`src/include/mcdm_map.vh`:
```
// Register offsets, field positions, reset values and thresholds for the delay manager
`ifndef MCDM_MAP_VH
`define MCDM_MAP_VH
// ----------------------------------------
// Register byte offsets
// ----------------------------------------
`define MCDM_OFF_TIMER 8'h00
`define MCDM_OFF_ZPREV 8'h04
`define MCDM_OFF_ZLAST 8'h08
`define MCDM_OFF_COMP 8'h0c
`define MCDM_OFF_DEMAG 8'h10
`define MCDM_OFF_WEIGHT 8'h14
`define MCDM_OFF_FLAGS 8'h18
`define MCDM_OFF_MASK 8'h1c
`define MCDM_OFF_CTRLA 8'h20
`define MCDM_OFF_CTRLB 8'h24
`define MCDM_OFF_PRESC 8'h28
`define MCDM_OFF_PHASE 8'h2c
// ----------------------------------------
// Control register a fields
// ----------------------------------------
`define MCDM_CA_OE 0
`define MCDM_CA_AUTO 1
`define MCDM_CA_CSEL 2
`define MCDM_CA_RST 3
`define MCDM_CA_DIRECT 4
// ----------------------------------------
// Flag and mask fields
// ----------------------------------------
`define MCDM_F_COMM 0
`define MCDM_F_RINC 1
`define MCDM_F_RDEC 2
`define MCDM_F_OI 3
// ----------------------------------------
// Reset values and thresholds
// ----------------------------------------
`define MCDM_RST_8 8'h00
`define MCDM_RST_4 4'h0
`define MCDM_TIMER_MAX 8'hff
`define MCDM_TIMER_LOW 8'h55
`define MCDM_RATIO_MAX 4'hf
`define MCDM_RATIO_MIN 4'h0
`define MCDM_MUL_SHIFT 5
`endif

```
`src/logic/mcdm_delay_manager.v`:
```
// Commutation delay manager: step timer, captures, compares, multiplier, AHB-Lite slave
// Notes on behaviour
// - Autoswitch bit selects switched or autoswitched commutation.
// - Compare is read-only when autoswitched.
// - Switched: timer equals compare gives commutation, clear.
// - Commutation loads preloads, sets flag, may interrupt.
// - Switched timer overflow raises ratio-increment interrupt.
// - Step ratio writable only while clock disabled.
// - Switched: software ratio flags adjust prescaler at commutation.
// - One prescaler update per step, increment first.
// - Switched: events never change timer.
// - Autoswitched commutation leaves timer unchanged.
// - Zero-crossing captures timer, shifts capture, resets timer.
// - Compare equals weight times selected capture over 32.
// - Multiply overflow loads ffh, overflow interrupt.
// - Autoswitched timer at ffh: increment ratio, shift right.
// - Zero-crossing below 55h: decrement ratio, shift left.
// - Ratio zero: skip decrement, no interrupt.
// - Ratio fifteen at ffh: freeze timer at ffh.
// - Five timer registers reset to 00h.
// - Preloads move at commutation or phase write.
// - Timer and capture registers writable until clock enabled.
// - Reset, autoswitch, enable bits set register access.
//
// The AHB-Lite slave port and the address map were left to the implementer.
`timescale 1ns/1ps
`include "mcdm_map.vh"
module mcdm_delay_manager #(
	parameter PRESC_W = 16
) (
	// Clock and reset
	input wire clk_sys,
	input wire rst,
	// AHB-Lite slave
	input wire hsel,
	input wire [31:0] haddr,
	input wire [1:0] htrans,
	input wire hwrite,
	input wire [2:0] hsize,
	input wire [31:0] hwdata,
	input wire hready,
	output wire hreadyout,
	output wire hresp,
	output reg [31:0] hrdata,
	// Rotor position events, async pins
	input wire zero_cross_evt,
	input wire demag_evt,
	// Outputs to channel manager
	output reg commutation_pulse,
	output reg demag_match_pulse,
	output wire [3:0] active_ctrl_b,
	output wire [7:0] active_phase,
	output wire event_irq
);
	// ----------------------------------------
	// Registers
	// ----------------------------------------
	reg [7:0] step_timer_value_r;
	reg [7:0] previous_zero_cross_capture_r;
	reg [7:0] latest_zero_cross_capture_r;
	reg [7:0] commutation_compare_r;
	reg [7:0] demagnetization_compare_r;
	reg [7:0] phase_weight_r;
	reg [3:0] event_flag_register_r;
	reg [3:0] event_mask_register_r;
	reg [4:0] control_register_a_r;
	reg [3:0] ctrl_b_pre_r;
	reg [3:0] ctrl_b_act_r;
	reg [7:0] phase_pre_r;
	reg [7:0] phase_act_r;
	reg [3:0] step_ratio_r;
	reg [PRESC_W-1:0] presc_cnt_r;
	reg pend_dec_r;
	reg stalled_r;
	reg recalc_r;
	reg [1:0] z_sync_r;
	reg [1:0] d_sync_r;
	reg z_prev_r;
	reg d_prev_r;
	reg a_valid_r;
	reg a_write_r;
	reg [7:0] a_addr_r;
	// ----------------------------------------
	// Mode decode
	// ----------------------------------------
	wire oe = control_register_a_r[`MCDM_CA_OE];
	wire auto_sel = control_register_a_r[`MCDM_CA_AUTO];
	wire cap_sel = control_register_a_r[`MCDM_CA_CSEL];
	wire soft_rst = control_register_a_r[`MCDM_CA_RST];
	wire direct = control_register_a_r[`MCDM_CA_DIRECT];
	// clock enabled only with output enable out of reset
	wire running = oe & ~soft_rst;
	wire switched = running & ~auto_sel;
	wire autosw = running & auto_sel;
	// timer registers writable in config and emergency stop
	wire tregs_wr = ~running;
	// ----------------------------------------
	// Event synchronisers
	// ----------------------------------------
	wire z_lvl = z_sync_r[1];
	wire d_lvl = d_sync_r[1];
	wire z_evt = z_lvl & ~z_prev_r;
	wire d_evt = d_lvl & ~d_prev_r;
	always @(posedge clk_sys) begin
		if (rst) begin
			z_sync_r <= 2'h0;
			d_sync_r <= 2'h0;
			z_prev_r <= 1'b0;
			d_prev_r <= 1'b0;
		end else begin
			z_sync_r <= {z_sync_r[0], zero_cross_evt};
			d_sync_r <= {d_sync_r[0], demag_evt};
			z_prev_r <= z_lvl;
			d_prev_r <= d_lvl;
		end
	end
	// ----------------------------------------
	// AHB-Lite address phase
	// ----------------------------------------
	assign hreadyout = 1'b1;
	assign hresp = 1'b0;
	wire take = hsel & hready & htrans[1];
	always @(posedge clk_sys) begin
		if (rst) begin
			a_valid_r <= 1'b0;
			a_write_r <= 1'b0;
			a_addr_r <= 8'h00;
		end else begin
			a_valid_r <= take;
			a_write_r <= hwrite;
			a_addr_r <= haddr[7:0];
		end
	end
	wire wr = a_valid_r & a_write_r;
	wire [7:0] wd = hwdata[7:0];
	wire wr_timer = wr & (a_addr_r == `MCDM_OFF_TIMER) & tregs_wr;
	wire wr_zprev = wr & (a_addr_r == `MCDM_OFF_ZPREV) & tregs_wr;
	wire wr_zlast = wr & (a_addr_r == `MCDM_OFF_ZLAST) & tregs_wr;
	wire wr_comp = wr & (a_addr_r == `MCDM_OFF_COMP) & ~autosw;
	wire wr_demag = wr & (a_addr_r == `MCDM_OFF_DEMAG);
	wire wr_presc = wr & (a_addr_r == `MCDM_OFF_PRESC) & tregs_wr;
	wire wr_flags = wr & (a_addr_r == `MCDM_OFF_FLAGS);
	wire wr_phase = wr & (a_addr_r == `MCDM_OFF_PHASE);
	// ----------------------------------------
	// Prescaler tick
	// ----------------------------------------
	wire [PRESC_W-1:0] presc_lim = ({{(PRESC_W-1){1'b0}}, 1'b1} << step_ratio_r) - 1'b1;
	wire tick = running & ~stalled_r & (presc_cnt_r >= presc_lim);
	// ----------------------------------------
	// Multiplier
	// ----------------------------------------
	// selected capture times weight over 32
	wire [7:0] mul_src = cap_sel ? latest_zero_cross_capture_r : previous_zero_cross_capture_r;
	wire [15:0] product = mul_src * phase_weight_r;
	wire [10:0] quot = product[15:`MCDM_MUL_SHIFT];
	wire mul_ovf = |quot[10:8];
	wire [7:0] mul_res = mul_ovf ? `MCDM_TIMER_MAX : quot[7:0];
	// ----------------------------------------
	// Step events
	// ----------------------------------------
	// switched commutation on match
	wire sw_comm = switched & tick & (step_timer_value_r == commutation_compare_r);
	wire au_comm = autosw & tick & (step_timer_value_r == commutation_compare_r);
	wire comm = sw_comm | au_comm;
	wire at_max = step_timer_value_r == `MCDM_TIMER_MAX;
	wire sw_ovf = switched & tick & at_max & ~sw_comm;
	wire au_ovf = autosw & tick & at_max;
	wire au_inc = au_ovf & (step_ratio_r != `MCDM_RATIO_MAX);
	wire au_stall = au_ovf & (step_ratio_r == `MCDM_RATIO_MAX);
	wire au_z = autosw & z_evt;
	wire au_dec = au_z & (step_timer_value_r < `MCDM_TIMER_LOW) &
		(step_ratio_r != `MCDM_RATIO_MIN);
	// software ratio change at commutation, increment first
	wire sw_inc = sw_comm & event_flag_register_r[`MCDM_F_RINC];
	wire sw_dec = sw_comm & ~event_flag_register_r[`MCDM_F_RINC] &
		(event_flag_register_r[`MCDM_F_RDEC] | pend_dec_r) & (step_ratio_r != `MCDM_RATIO_MIN);
	wire do_inc = au_inc | (sw_inc & (step_ratio_r != `MCDM_RATIO_MAX));
	wire do_dec = au_dec | sw_dec;
	// ----------------------------------------
	// Timer datapath
	// ----------------------------------------
	always @(posedge clk_sys) begin
		if (rst) begin
			step_timer_value_r <= `MCDM_RST_8;
			previous_zero_cross_capture_r <= `MCDM_RST_8;
			latest_zero_cross_capture_r <= `MCDM_RST_8;
			commutation_compare_r <= `MCDM_RST_8;
			demagnetization_compare_r <= `MCDM_RST_8;
			step_ratio_r <= `MCDM_RST_4;
			presc_cnt_r <= {PRESC_W{1'b0}};
			stalled_r <= 1'b0;
			pend_dec_r <= 1'b0;
			recalc_r <= 1'b0;
		end else begin
			presc_cnt_r <= (tick | ~running) ? {PRESC_W{1'b0}} : presc_cnt_r + 1'b1;
			recalc_r <= au_z | do_inc | do_dec;
			if (~autosw)
				stalled_r <= 1'b0;
			else if (au_stall)
				stalled_r <= 1'b1;
			else if (au_z)
				stalled_r <= 1'b0;
			if (sw_comm & event_flag_register_r[`MCDM_F_RINC] &
				event_flag_register_r[`MCDM_F_RDEC])
				pend_dec_r <= 1'b1;
			else if (sw_dec | ~switched)
				pend_dec_r <= 1'b0;
			if (wr_presc)
				step_ratio_r <= wd[3:0];
			else if (do_inc)
				step_ratio_r <= step_ratio_r + 4'h1;
			else if (do_dec)
				step_ratio_r <= step_ratio_r - 4'h1;
			if (do_inc) begin
				step_timer_value_r <= au_inc ? 8'h80 : 8'h00;
				previous_zero_cross_capture_r <= {1'b0, previous_zero_cross_capture_r[7:1]};
				latest_zero_cross_capture_r <= {1'b0, latest_zero_cross_capture_r[7:1]};
				commutation_compare_r <= {1'b0, commutation_compare_r[7:1]};
				demagnetization_compare_r <= {1'b0, demagnetization_compare_r[7:1]};
			end else if (do_dec) begin
				previous_zero_cross_capture_r <= au_dec ? latest_zero_cross_capture_r << 1 :
					previous_zero_cross_capture_r << 1;
				latest_zero_cross_capture_r <= au_dec ? step_timer_value_r << 1 :
					latest_zero_cross_capture_r << 1;
				step_timer_value_r <= 8'h00;
				commutation_compare_r <= au_dec ? mul_res : commutation_compare_r << 1;
				demagnetization_compare_r <= demagnetization_compare_r << 1;
			end else begin
				if (wr_timer)
					step_timer_value_r <= wd;
				// capture and reset on zero crossing
				else if (au_z)
					step_timer_value_r <= 8'h00;
				else if (sw_comm)
					step_timer_value_r <= 8'h00;
				else if (tick & ~au_stall)
					step_timer_value_r <= step_timer_value_r + 8'h01;
				if (wr_zprev)
					previous_zero_cross_capture_r <= wd;
				else if (au_z)
					previous_zero_cross_capture_r <= latest_zero_cross_capture_r;
				if (wr_zlast)
					latest_zero_cross_capture_r <= wd;
				else if (au_z)
					latest_zero_cross_capture_r <= step_timer_value_r;
				if (wr_comp)
					commutation_compare_r <= wd;
				else if (autosw)
					commutation_compare_r <= mul_res;
				if (wr_demag)
					demagnetization_compare_r <= wd;
			end
		end
	end
	// ----------------------------------------
	// Flags, masks, control
	// ----------------------------------------
	wire [3:0] set_v;
	assign set_v[`MCDM_F_COMM] = comm;
	assign set_v[`MCDM_F_RINC] = au_inc | sw_ovf;
	assign set_v[`MCDM_F_RDEC] = au_dec;
	// overflow of the product computed after a capture or shift
	assign set_v[`MCDM_F_OI] = autosw & mul_ovf & recalc_r;
	wire [3:0] used_v = {1'b0, sw_dec & event_flag_register_r[`MCDM_F_RDEC], sw_inc, 1'b0};
	always @(posedge clk_sys) begin
		if (rst) begin
			event_flag_register_r <= `MCDM_RST_4;
			event_mask_register_r <= `MCDM_RST_4;
			control_register_a_r <= 5'h00;
			phase_weight_r <= `MCDM_RST_8;
			ctrl_b_pre_r <= `MCDM_RST_4;
			ctrl_b_act_r <= `MCDM_RST_4;
			phase_pre_r <= `MCDM_RST_8;
			phase_act_r <= `MCDM_RST_8;
			commutation_pulse <= 1'b0;
			demag_match_pulse <= 1'b0;
		end else begin
			// software sets ratio flags when switched, clears otherwise; set wins
			if (wr_flags)
				event_flag_register_r <= set_v | (switched ?
					(wd[3:0] | (event_flag_register_r & ~used_v)) :
					(event_flag_register_r & wd[3:0]));
			else
				event_flag_register_r <= set_v | (event_flag_register_r & ~used_v);
			if (wr & (a_addr_r == `MCDM_OFF_MASK))
				event_mask_register_r <= wd[3:0];
			if (wr & (a_addr_r == `MCDM_OFF_CTRLA))
				control_register_a_r <= wd[4:0];
			if (wr & (a_addr_r == `MCDM_OFF_WEIGHT))
				phase_weight_r <= wd;
			if (wr & (a_addr_r == `MCDM_OFF_CTRLB))
				ctrl_b_pre_r <= wd[3:0];
			if (wr_phase)
				phase_pre_r <= wd;
			if ((comm & ~direct) | (wr_phase & direct)) begin
				ctrl_b_act_r <= (wr & (a_addr_r == `MCDM_OFF_CTRLB)) ? wd[3:0] : ctrl_b_pre_r;
				phase_act_r <= wr_phase ? wd : phase_pre_r;
			end
			commutation_pulse <= comm;
			demag_match_pulse <= running & tick &
				(step_timer_value_r == demagnetization_compare_r) | (running & d_evt);
		end
	end
	assign active_ctrl_b = ctrl_b_act_r;
	assign active_phase = phase_act_r;
	assign event_irq = |(event_flag_register_r & event_mask_register_r);
	// ----------------------------------------
	// Read data
	// ----------------------------------------
	always @* begin
		case (a_addr_r)
			`MCDM_OFF_TIMER: hrdata = {24'h000000, step_timer_value_r};
			`MCDM_OFF_ZPREV: hrdata = {24'h000000, previous_zero_cross_capture_r};
			`MCDM_OFF_ZLAST: hrdata = {24'h000000, latest_zero_cross_capture_r};
			`MCDM_OFF_COMP: hrdata = {24'h000000, commutation_compare_r};
			`MCDM_OFF_DEMAG: hrdata = {24'h000000, demagnetization_compare_r};
			`MCDM_OFF_WEIGHT: hrdata = {24'h000000, phase_weight_r};
			`MCDM_OFF_FLAGS: hrdata = {28'h0000000, event_flag_register_r};
			`MCDM_OFF_MASK: hrdata = {28'h0000000, event_mask_register_r};
			`MCDM_OFF_CTRLA: hrdata = {27'h0000000, control_register_a_r};
			`MCDM_OFF_CTRLB: hrdata = {28'h0000000, ctrl_b_pre_r};
			`MCDM_OFF_PRESC: hrdata = {27'h0000000, stalled_r, step_ratio_r};
			`MCDM_OFF_PHASE: hrdata = {24'h000000, phase_pre_r};
			default: hrdata = 32'h00000000;
		endcase
	end
endmodule

```
`config.mk`:
```
export PLATFORM = sky130hd
export DESIGN_NAME = mcdm_delay_manager
export DESIGN_NICKNAME = d
export VERILOG_FILES = /design/src/logic/mcdm_delay_manager.v
export VERILOG_INCLUDE_DIRS = /design/src /design/src/include
export SDC_FILE = /design/constraint.sdc
export NUM_CORES = 1
export LEC_CHECK = 0
export ABC_AREA = 1
export BUFFER_PORTS_ARGS = -buffer_cell sky130_fd_sc_hd__buf_2
export CAP_MARGIN = 25
export CORE_ASPECT_RATIO = 0.9
export CORE_MARGIN = 5
export CORE_UTILIZATION = 55
export DETAILED_ROUTE_END_ITERATION = 16
export GPL_ROUTABILITY_DRIVEN = 0
export PLACE_DENSITY = 0.79
export SYNTH_ARGS = -nofsm -noshare
export SYNTH_HDL_FRONTEND = slang
export SYNTH_SLANG_ARGS = --single-unit
```
`constraint.sdc`:
```
create_clock -name clk_sys -period 6.7 [get_ports clk_sys]
set_clock_uncertainty 0.2 [all_clocks]
set_input_delay 0.335 -clock clk_sys [delete_from_list [all_inputs] [get_ports clk_sys]]
set_output_delay 0.335 -clock clk_sys [all_outputs]
set_load 0.05 [all_outputs]
```
# Word level (Yosys, flattened, before mapping)
# Index checks and enable logic that the tools add are counted.
dict set report word_totals {
  output_inout_bits 49
  inputBits 76
  ff_bits 126
}
dict set report classes {
  shift 1
  muxes 39
  mul 1
  n_addsub 5
  n_eq_ne 16
  reduce_logical 19
  order_cmp 2
  n_bitwise 84
}
# op n
set ops {}
lappend ops {{2-to-1 mux 8 bit} 24}
lappend ops {{one-hot mux 8 bit (12 select lines)} 1}
lappend ops {{AND 1 bit} 54}
lappend ops {{equality test 8 x 5 -> 1 bit (second input constant)} 4}
lappend ops {{equality test 8 x 6 -> 1 bit (second input constant)} 4}
lappend ops {{2-to-1 mux 7 bit} 4}
lappend ops {{2-to-1 mux 4 bit} 6}
lappend ops {{adder 16 x 1 -> 16 bit (second input constant)} 1}
lappend ops {{equality test 8 x 4 -> 1 bit (second input constant)} 2}
lappend ops {{equality test 8 bit} 2}
lappend ops {{greater-or-equal comparator 16 bit} 1}
lappend ops {{multiplier 8 x 8 -> 16 bit} 1}
lappend ops {{nonzero test 4 bit} 4}
lappend ops {{left shift 1 x 4 -> 16 bit (first input constant)} 1}
lappend ops {{subtractor 16 x 1 -> 16 bit (second input constant)} 1}
lappend ops {{nonzero test 3 bit} 5}
lappend ops {{AND 4 bit} 3}
lappend ops {{NOT 1 bit} 12}
lappend ops {{OR 4 bit} 3}
lappend ops {{OR 1 bit} 11}
lappend ops {{adder 8 x 1 -> 8 bit (second input constant)} 1}
lappend ops {{equality test 8 x 3 -> 1 bit (second input constant)} 1}
lappend ops {{equality test 8 bit (second input constant)} 1}
lappend ops {{logical NOT 8 bit} 1}
lappend ops {{other kinds (12)} 19}

# Longest topological paths before layout
dict set report logic_depth {
  depth_word 16
  mapped_depth 31
  ltp_nobuf 30
}

# Worst setup path after synthesis
# OpenSTA, ideal clock, no wires.
dict set report synth_timing {
  path_kind {register to register}
  start {reg control_register_a_r[2]}
  end {reg commutation_compare_r[0]}
  synth_period_minus_slack_ns 5.231
  arrival_time_ns 4.899
  setup_time_ns 0.132
  path_slack_ns 1.469
  required_time_ns 6.368
  stages_incl_launch_ff 29
  path_cell_list {dfxtp_1 -> buf_2 -> buf_1 -> o21ai_0 -> inv_1 -> nand2_1 -> fa_1 -> inv_1 -> fa_1 -> inv_1 -> fa_1 -> inv_1 -> fa_1 -> ha_1 -> a21oi_1 -> o21ai_0 -> inv_1 -> nor2_1 -> nor3_1 -> nand2_1 -> nand2_1 -> nand2_1 -> nor2_4 -> buf_4 -> nand3_1 -> nand2_1 -> nand3_1 -> nand2_1 -> a21oi_1}
}
dict set report synth_via {
  elab_chain_len 8
  elab_cells_between_ends 9
}
# element line
set synth_lines {}
lappend synth_lines {{start: declaration} mcdm_delay_manager.v:66} ;# reg [4:0] control_register_a_r;
lappend synth_lines {{start signal: assignment} mcdm_delay_manager.v:288} ;# control_register_a_r <= wd[4:0];
lappend synth_lines {{2-to-1 mux 8 bit (*)} mcdm_delay_manager.v:153} ;# wire [7:0] mul_src = cap_sel ? latest_zero_cross_capture_r : previous_zero_cross_capture_r;
lappend synth_lines {{multiplier 8 x 8 -> 16 bit (*)} mcdm_delay_manager.v:154} ;# wire [15:0] product = mul_src * phase_weight_r;
lappend synth_lines {{OR reduction 3 bit} mcdm_delay_manager.v:156} ;# wire mul_ovf = |quot[10:8];
lappend synth_lines {{2-to-1 mux 8 bit (*)} mcdm_delay_manager.v:157} ;# wire [7:0] mul_res = mul_ovf ? `MCDM_TIMER_MAX : quot[7:0];
lappend synth_lines {{2-to-1 mux 8 bit} mcdm_delay_manager.v:248} ;# else if (autosw)
lappend synth_lines {{2-to-1 mux 8 bit} mcdm_delay_manager.v:246} ;# if (wr_comp)
lappend synth_lines {{2-to-1 mux 8 bit (*)} mcdm_delay_manager.v:220} ;# end else if (do_dec) begin
lappend synth_lines {{2-to-1 mux 7 bit (*)} mcdm_delay_manager.v:214} ;# if (do_inc) begin
lappend synth_lines {{end signal: assignment} mcdm_delay_manager.v:218} ;# commutation_compare_r <= {1'b0, commutation_compare_r[7:1]};
lappend synth_lines {{end signal: assignment} mcdm_delay_manager.v:247} ;# commutation_compare_r <= wd;
lappend synth_lines {{end signal: assignment} mcdm_delay_manager.v:249} ;# commutation_compare_r <= mul_res;
lappend synth_lines {{end: declaration} mcdm_delay_manager.v:61} ;# reg [7:0] commutation_compare_r;
# Mark *: on every way between the ends. The rest lies on a longest branch, timed or not. The select of a mux whose other input is x is not followed.
# A chain may end at the register's enable or synchronous reset.

# Worst setup path after layout
dict set report layout_timing {
  start {reg control_register_a_r[2]}
  end {reg commutation_compare_r[7]}
}
dict set report layout_via {
  elab_chain_len 7
  elab_cells_between_ends 8
}
# element line
set layout_lines {}
lappend layout_lines {{2-to-1 mux 8 bit (*)} mcdm_delay_manager.v:153}
lappend layout_lines {{multiplier 8 x 8 -> 16 bit (*)} mcdm_delay_manager.v:154}
lappend layout_lines {{OR reduction 3 bit} mcdm_delay_manager.v:156}
lappend layout_lines {{2-to-1 mux 8 bit (*)} mcdm_delay_manager.v:157}
lappend layout_lines {{2-to-1 mux 8 bit} mcdm_delay_manager.v:248}
lappend layout_lines {{2-to-1 mux 8 bit} mcdm_delay_manager.v:246}
lappend layout_lines {{2-to-1 mux 8 bit (*)} mcdm_delay_manager.v:220}
# Marks and branches as above.

==> results.json <==
{
  "status": "complete, no violations",
  "clock_latency_ns": 0.43,
  "r2r_start": "control_register_a_r[2]$_SDFFE_PP0P_",
  "synthToLayoutAreaGrowth_pct": 9.571,
  "drive_gt1_frac": 0.09336,
  "detail-route-antenna-nets": 0,
  "post-route-util": 0.6120,
  "swShare": 0.2690,
  "htree_levels": 4,
  "yosysWarnings": 0,
  "wirelength_um": 31930,
  "peakVddDrop_mv": 0.1423,
  "relSlewSlack": 0.3370,
  "critPathKind": "flip-flop to flip-flop",
  "cts_buffer_depth": 2,
  "crit_end": "commutation_compare_r[7]$_SDFFE_PP0P_",
  "synth-compound-area-share": 0.1803,
  "hold_violations": 0,
  "wl_per_cell_um": 17.34,
  "power_density_mw_per_mm2": 163.6,
  "yosysUniqueCellTypes": 57,
  "start_kind": "flip-flop",
  "rows": 47,
  "clk_pin_slew_ns": 0.07,
  "drt_first_pass_iters": 7,
  "synth.avg_cell_area_um2": 6.651,
  "seq_power_share": 0.412,
  "cellLeakagePower_nw": 5.193,
  "portBuffers": 46,
  "critPathLaunch": "control_register_a_r[2]$_SDFFE_PP0P_",
  "worstRegToRegCells": 23,
  "muxShareOfSynthArea": 0.001099,
  "die_w_um": 153.9,
  "cts_sinks": 126,
  "async_flop_share": 0,
  "holdWs_ns": 0.1169,
  "antenna_found_initial": 0,
  "start_util": 0.5586,
  "place_area_mm2": 0.01049,
  "via_per_inst": 5.779,
  "crit_chain": "o21ai_0 -> inv_1 -> nand2_1 -> fa_1 -> inv_1 -> fa_1 -> inv_1 -> fa_1 -> fa_1 -> inv_1 -> ha_1 -> a21oi_1 -> o21ai_0 -> a21oi_1 -> nand3_1 -> nand2_1 -> nand2_1 -> nor2_4 -> nand3_1 -> nand2_1 -> o21ai_0 -> a21oi_1 -> nor2_1",
  "coreArea_mm2": 0.01835,
  "worst_setup_path_end_kind": "flip-flop",
  "cts_buffers": 17,
  "synth_seq_cells": 126,
  "maxCapViolCount": 0,
  "grt_max_degree": 59,
  "slowest_delay_ns": 0.74,
  "io_pins": 125,
  "setup-violations-final": 0,
  "arrival_ns": 6.23,
  "fp.dieH_um": 139.5,
  "yosys.area_share.adder": 0.1343,
  "dp_hpwl_um": 23390,
  "r2r_end": "commutation_compare_r[7]$_SDFFE_PP0P_",
  "stdcell_area_mm2": 0.01123,
  "grt_usage": 0.2915,
  "power.combinational.fraction": 0.057,
  "cp_max_fo": 18,
  "dp_cells": 1796,
  "synth_edf_count": 0,
  "cts-root-buf": "clkbuf_16",
  "synthFlopType": "dfxtp_1",
  "setup_ws_ns": 0.5953,
  "clkPwrFrac": 0.532,
  "post-route-min-period_ns": 6.105,
  "drcViolationCount": 0,
  "netSwitchingPower_mw": 0.4942,
  "worstMarginPinSlew_ns": 0.9944,
  "syn_area_mm2": 0.01025,
  "crit_slowest_cell": "dfxtp_1",
  "layout.cells.non_filler": 1841,
  "r2r_slack_ns": 0.60,
  "ys_seq_area_frac": 0.2461,
  "final_max_slew_viol_count": 0,
  "max_freq_mhz": 163.8,
  "cts_setup_buffers": 0,
  "period_share": 0.9111,
  "drtIter0Drc": 1534,
  "hold_class": "input port to flip-flop",
  "power_mw": 1.837,
  "place_ws_ns": 0.6516,
  "fin_setup_tns_ns": 0,
  "yosys.area_share.simple": 0.2782,
  "synthCells": 1541,
  "cts_tree": "built",
  "num_antenna_cells": 0,
  "yosys.area_share.xor_xnor": 0.01795,
  "dr_total_vias": 10640,
  "rsz0062_at_grt": "false",
  "grt_pass1_vias": 9682,
  "overflow": 0,
  "num-nets-final": 1748,
  "grt_pass1_wl_um": 50650,
  "die_area_mm2": 0.02147,
  "synth_top_family_by_area": "simple AND/OR/NAND/NOR gates",
  "crit_required_ns": 6.82,
  "internal_power_mw": 1.343
}
placed cells by master (no fill, tap or decap), types with 10 or more instances in the layout:
master	synthesis	routed
a21oi_1	100	100
a221oi_1	16	16
buf_2	10	46
clkbuf_16	0	17
conb_1	2	27
dfxtp_1	126	126
dlygate4sd3_1	0	13
fa_1	35	35
ha_1	54	54
inv_1	250	250
inv_2	18	18
nand2_1	300	300
nand3_1	62	62
nor2_1	194	194
nor2_4	10	10
nor3_1	26	26
o211ai_1	18	18
o21ai_0	98	97
o21ai_1	45	46
o22ai_1	23	23
xor2_1	15	15
worst min-delay path by stage:
stage                                      start                      endpoint  slack [ns]  cells past startpoint
after detailed placement  z_sync_r[0]$_SDFF_PP0_        z_sync_r[1]$_SDFF_PP0_        0.20                      2
final                                  hwdata[1]  step_ratio_r[1]$_SDFFE_PP0P_        0.12                      3
after global placement    d_sync_r[0]$_SDFF_PP0_        d_sync_r[1]$_SDFF_PP0_        0.19                      2
after global routing                   hwdata[1]  step_ratio_r[1]$_SDFFE_PP0P_        0.12                      3
after CTS                              hwdata[1]  step_ratio_r[1]$_SDFFE_PP0P_        0.09                      3
after floorplan           d_sync_r[0]$_SDFF_PP0_        d_sync_r[1]$_SDFF_PP0_        0.19                      2
synth_stat cells (7+ instances only):
master,instances,area share
nand2_1,300,0.11
inv_1,250,0.092
nor2_1,194,0.071
dfxtp_1,126,0.25
a21oi_1,100,0.049
o21ai_0,98,0.048
nand3_1,62,0.030
ha_1,54,0.066
o21ai_1,45,0.022
fa_1,35,0.068
buf_4,28,0.021
nor3_1,26,0.013
o22ai_1,23,0.014
clkbuf_1,18,0.0066
inv_2,18,0.0066
o211ai_1,18,0.013
a221oi_1,16,0.014
xor2_1,15,0.013
buf_2,10,0.0049
nor2_4,10,0.011
nor2_2,9,0.0055
nand4_1,8,0.0049
buf_6,7,0.0077
o21bai_1,7,0.0051
power by group through the flow:
| stage | combinational [mW] | sequential [mW] | clock [mW] |
|---|---|---|---|
| 6_report | 0.104 | 0.756 | 0.977 |
| 5_1_grt | 0.109 | 0.756 | 1.02 |
| 4_1_cts | 0.0997 | 0.756 | 0.980 |
| 3_5_place_dp | 0.0936 | 0.773 | 0 |
| 3_3_place_gp | 0.0926 | 0.773 | 0 |
| 2_1_floorplan | 0.0795 | 0.772 | 0 |
registers in the layout (all words and copies together), names as in the netlist, 5 cells and up:
name                           cells
phase_weight_r                     8
presc_cnt_r                       16
active_phase                       8
commutation_compare_r              8
control_register_a_r               5
phase_pre_r                        8
latest_zero_cross_capture_r        8
demagnetization_compare_r          8
a_addr_r                           8
previous_zero_cross_capture_r      8
step_timer_value_r                 8
area by class of cell:
type	count	area, um2
fillers	1706	7118
multi-input cells	1104	6372
flip-flops and latches	126	2522
inverters	270	1018
clock buffers	17	425.4
repair buffers	64	397.9
well taps	245	306.5
clock inverters	15	186.4
cell families (layout without fill, tap and decap cells):
| logic type | count (synthesis) | in the layout |
|---|---|---|
| simple gates | 640 | 640 |
| buf+inv | 336 | 366 |
| compound gates | 326 | 326 |
| flops | 126 | 126 |
| fa+ha+maj | 89 | 89 |
| xor+xnor | 21 | 21 |
| other cells | 2 | 27 |
| mux | 1 | 1 |
worst max-delay path: cells and delay by family, from the launching register on:
| kind | cells | cell delay, ns |
|---|---|---|
| buffers and inverters | 4 | 0.39 |
| adders and majority gates | 5 | 2.40 |
| DFF | 1 | 0.74 |
| and+or+nand+nor | 8 | 1.02 |
| AOI/OAI and AO/OA | 6 | 1.20 |
timing repair:
item,CTS,global route
hold buffers,13,0
hold endpoints to repair,12,0
setup endpoints to repair,0,0
resized for setup,0,0
layer usage:
layer  track usage  wire length (um)  up-vias
li1              -                 -     5009
met1        0.3960             12530     4775
met2        0.4366             13680      706
met3       0.07482              4019      150
met4        0.1324              1706        0
met5             0                 0        -
Power figures use the tool's default switching activity.
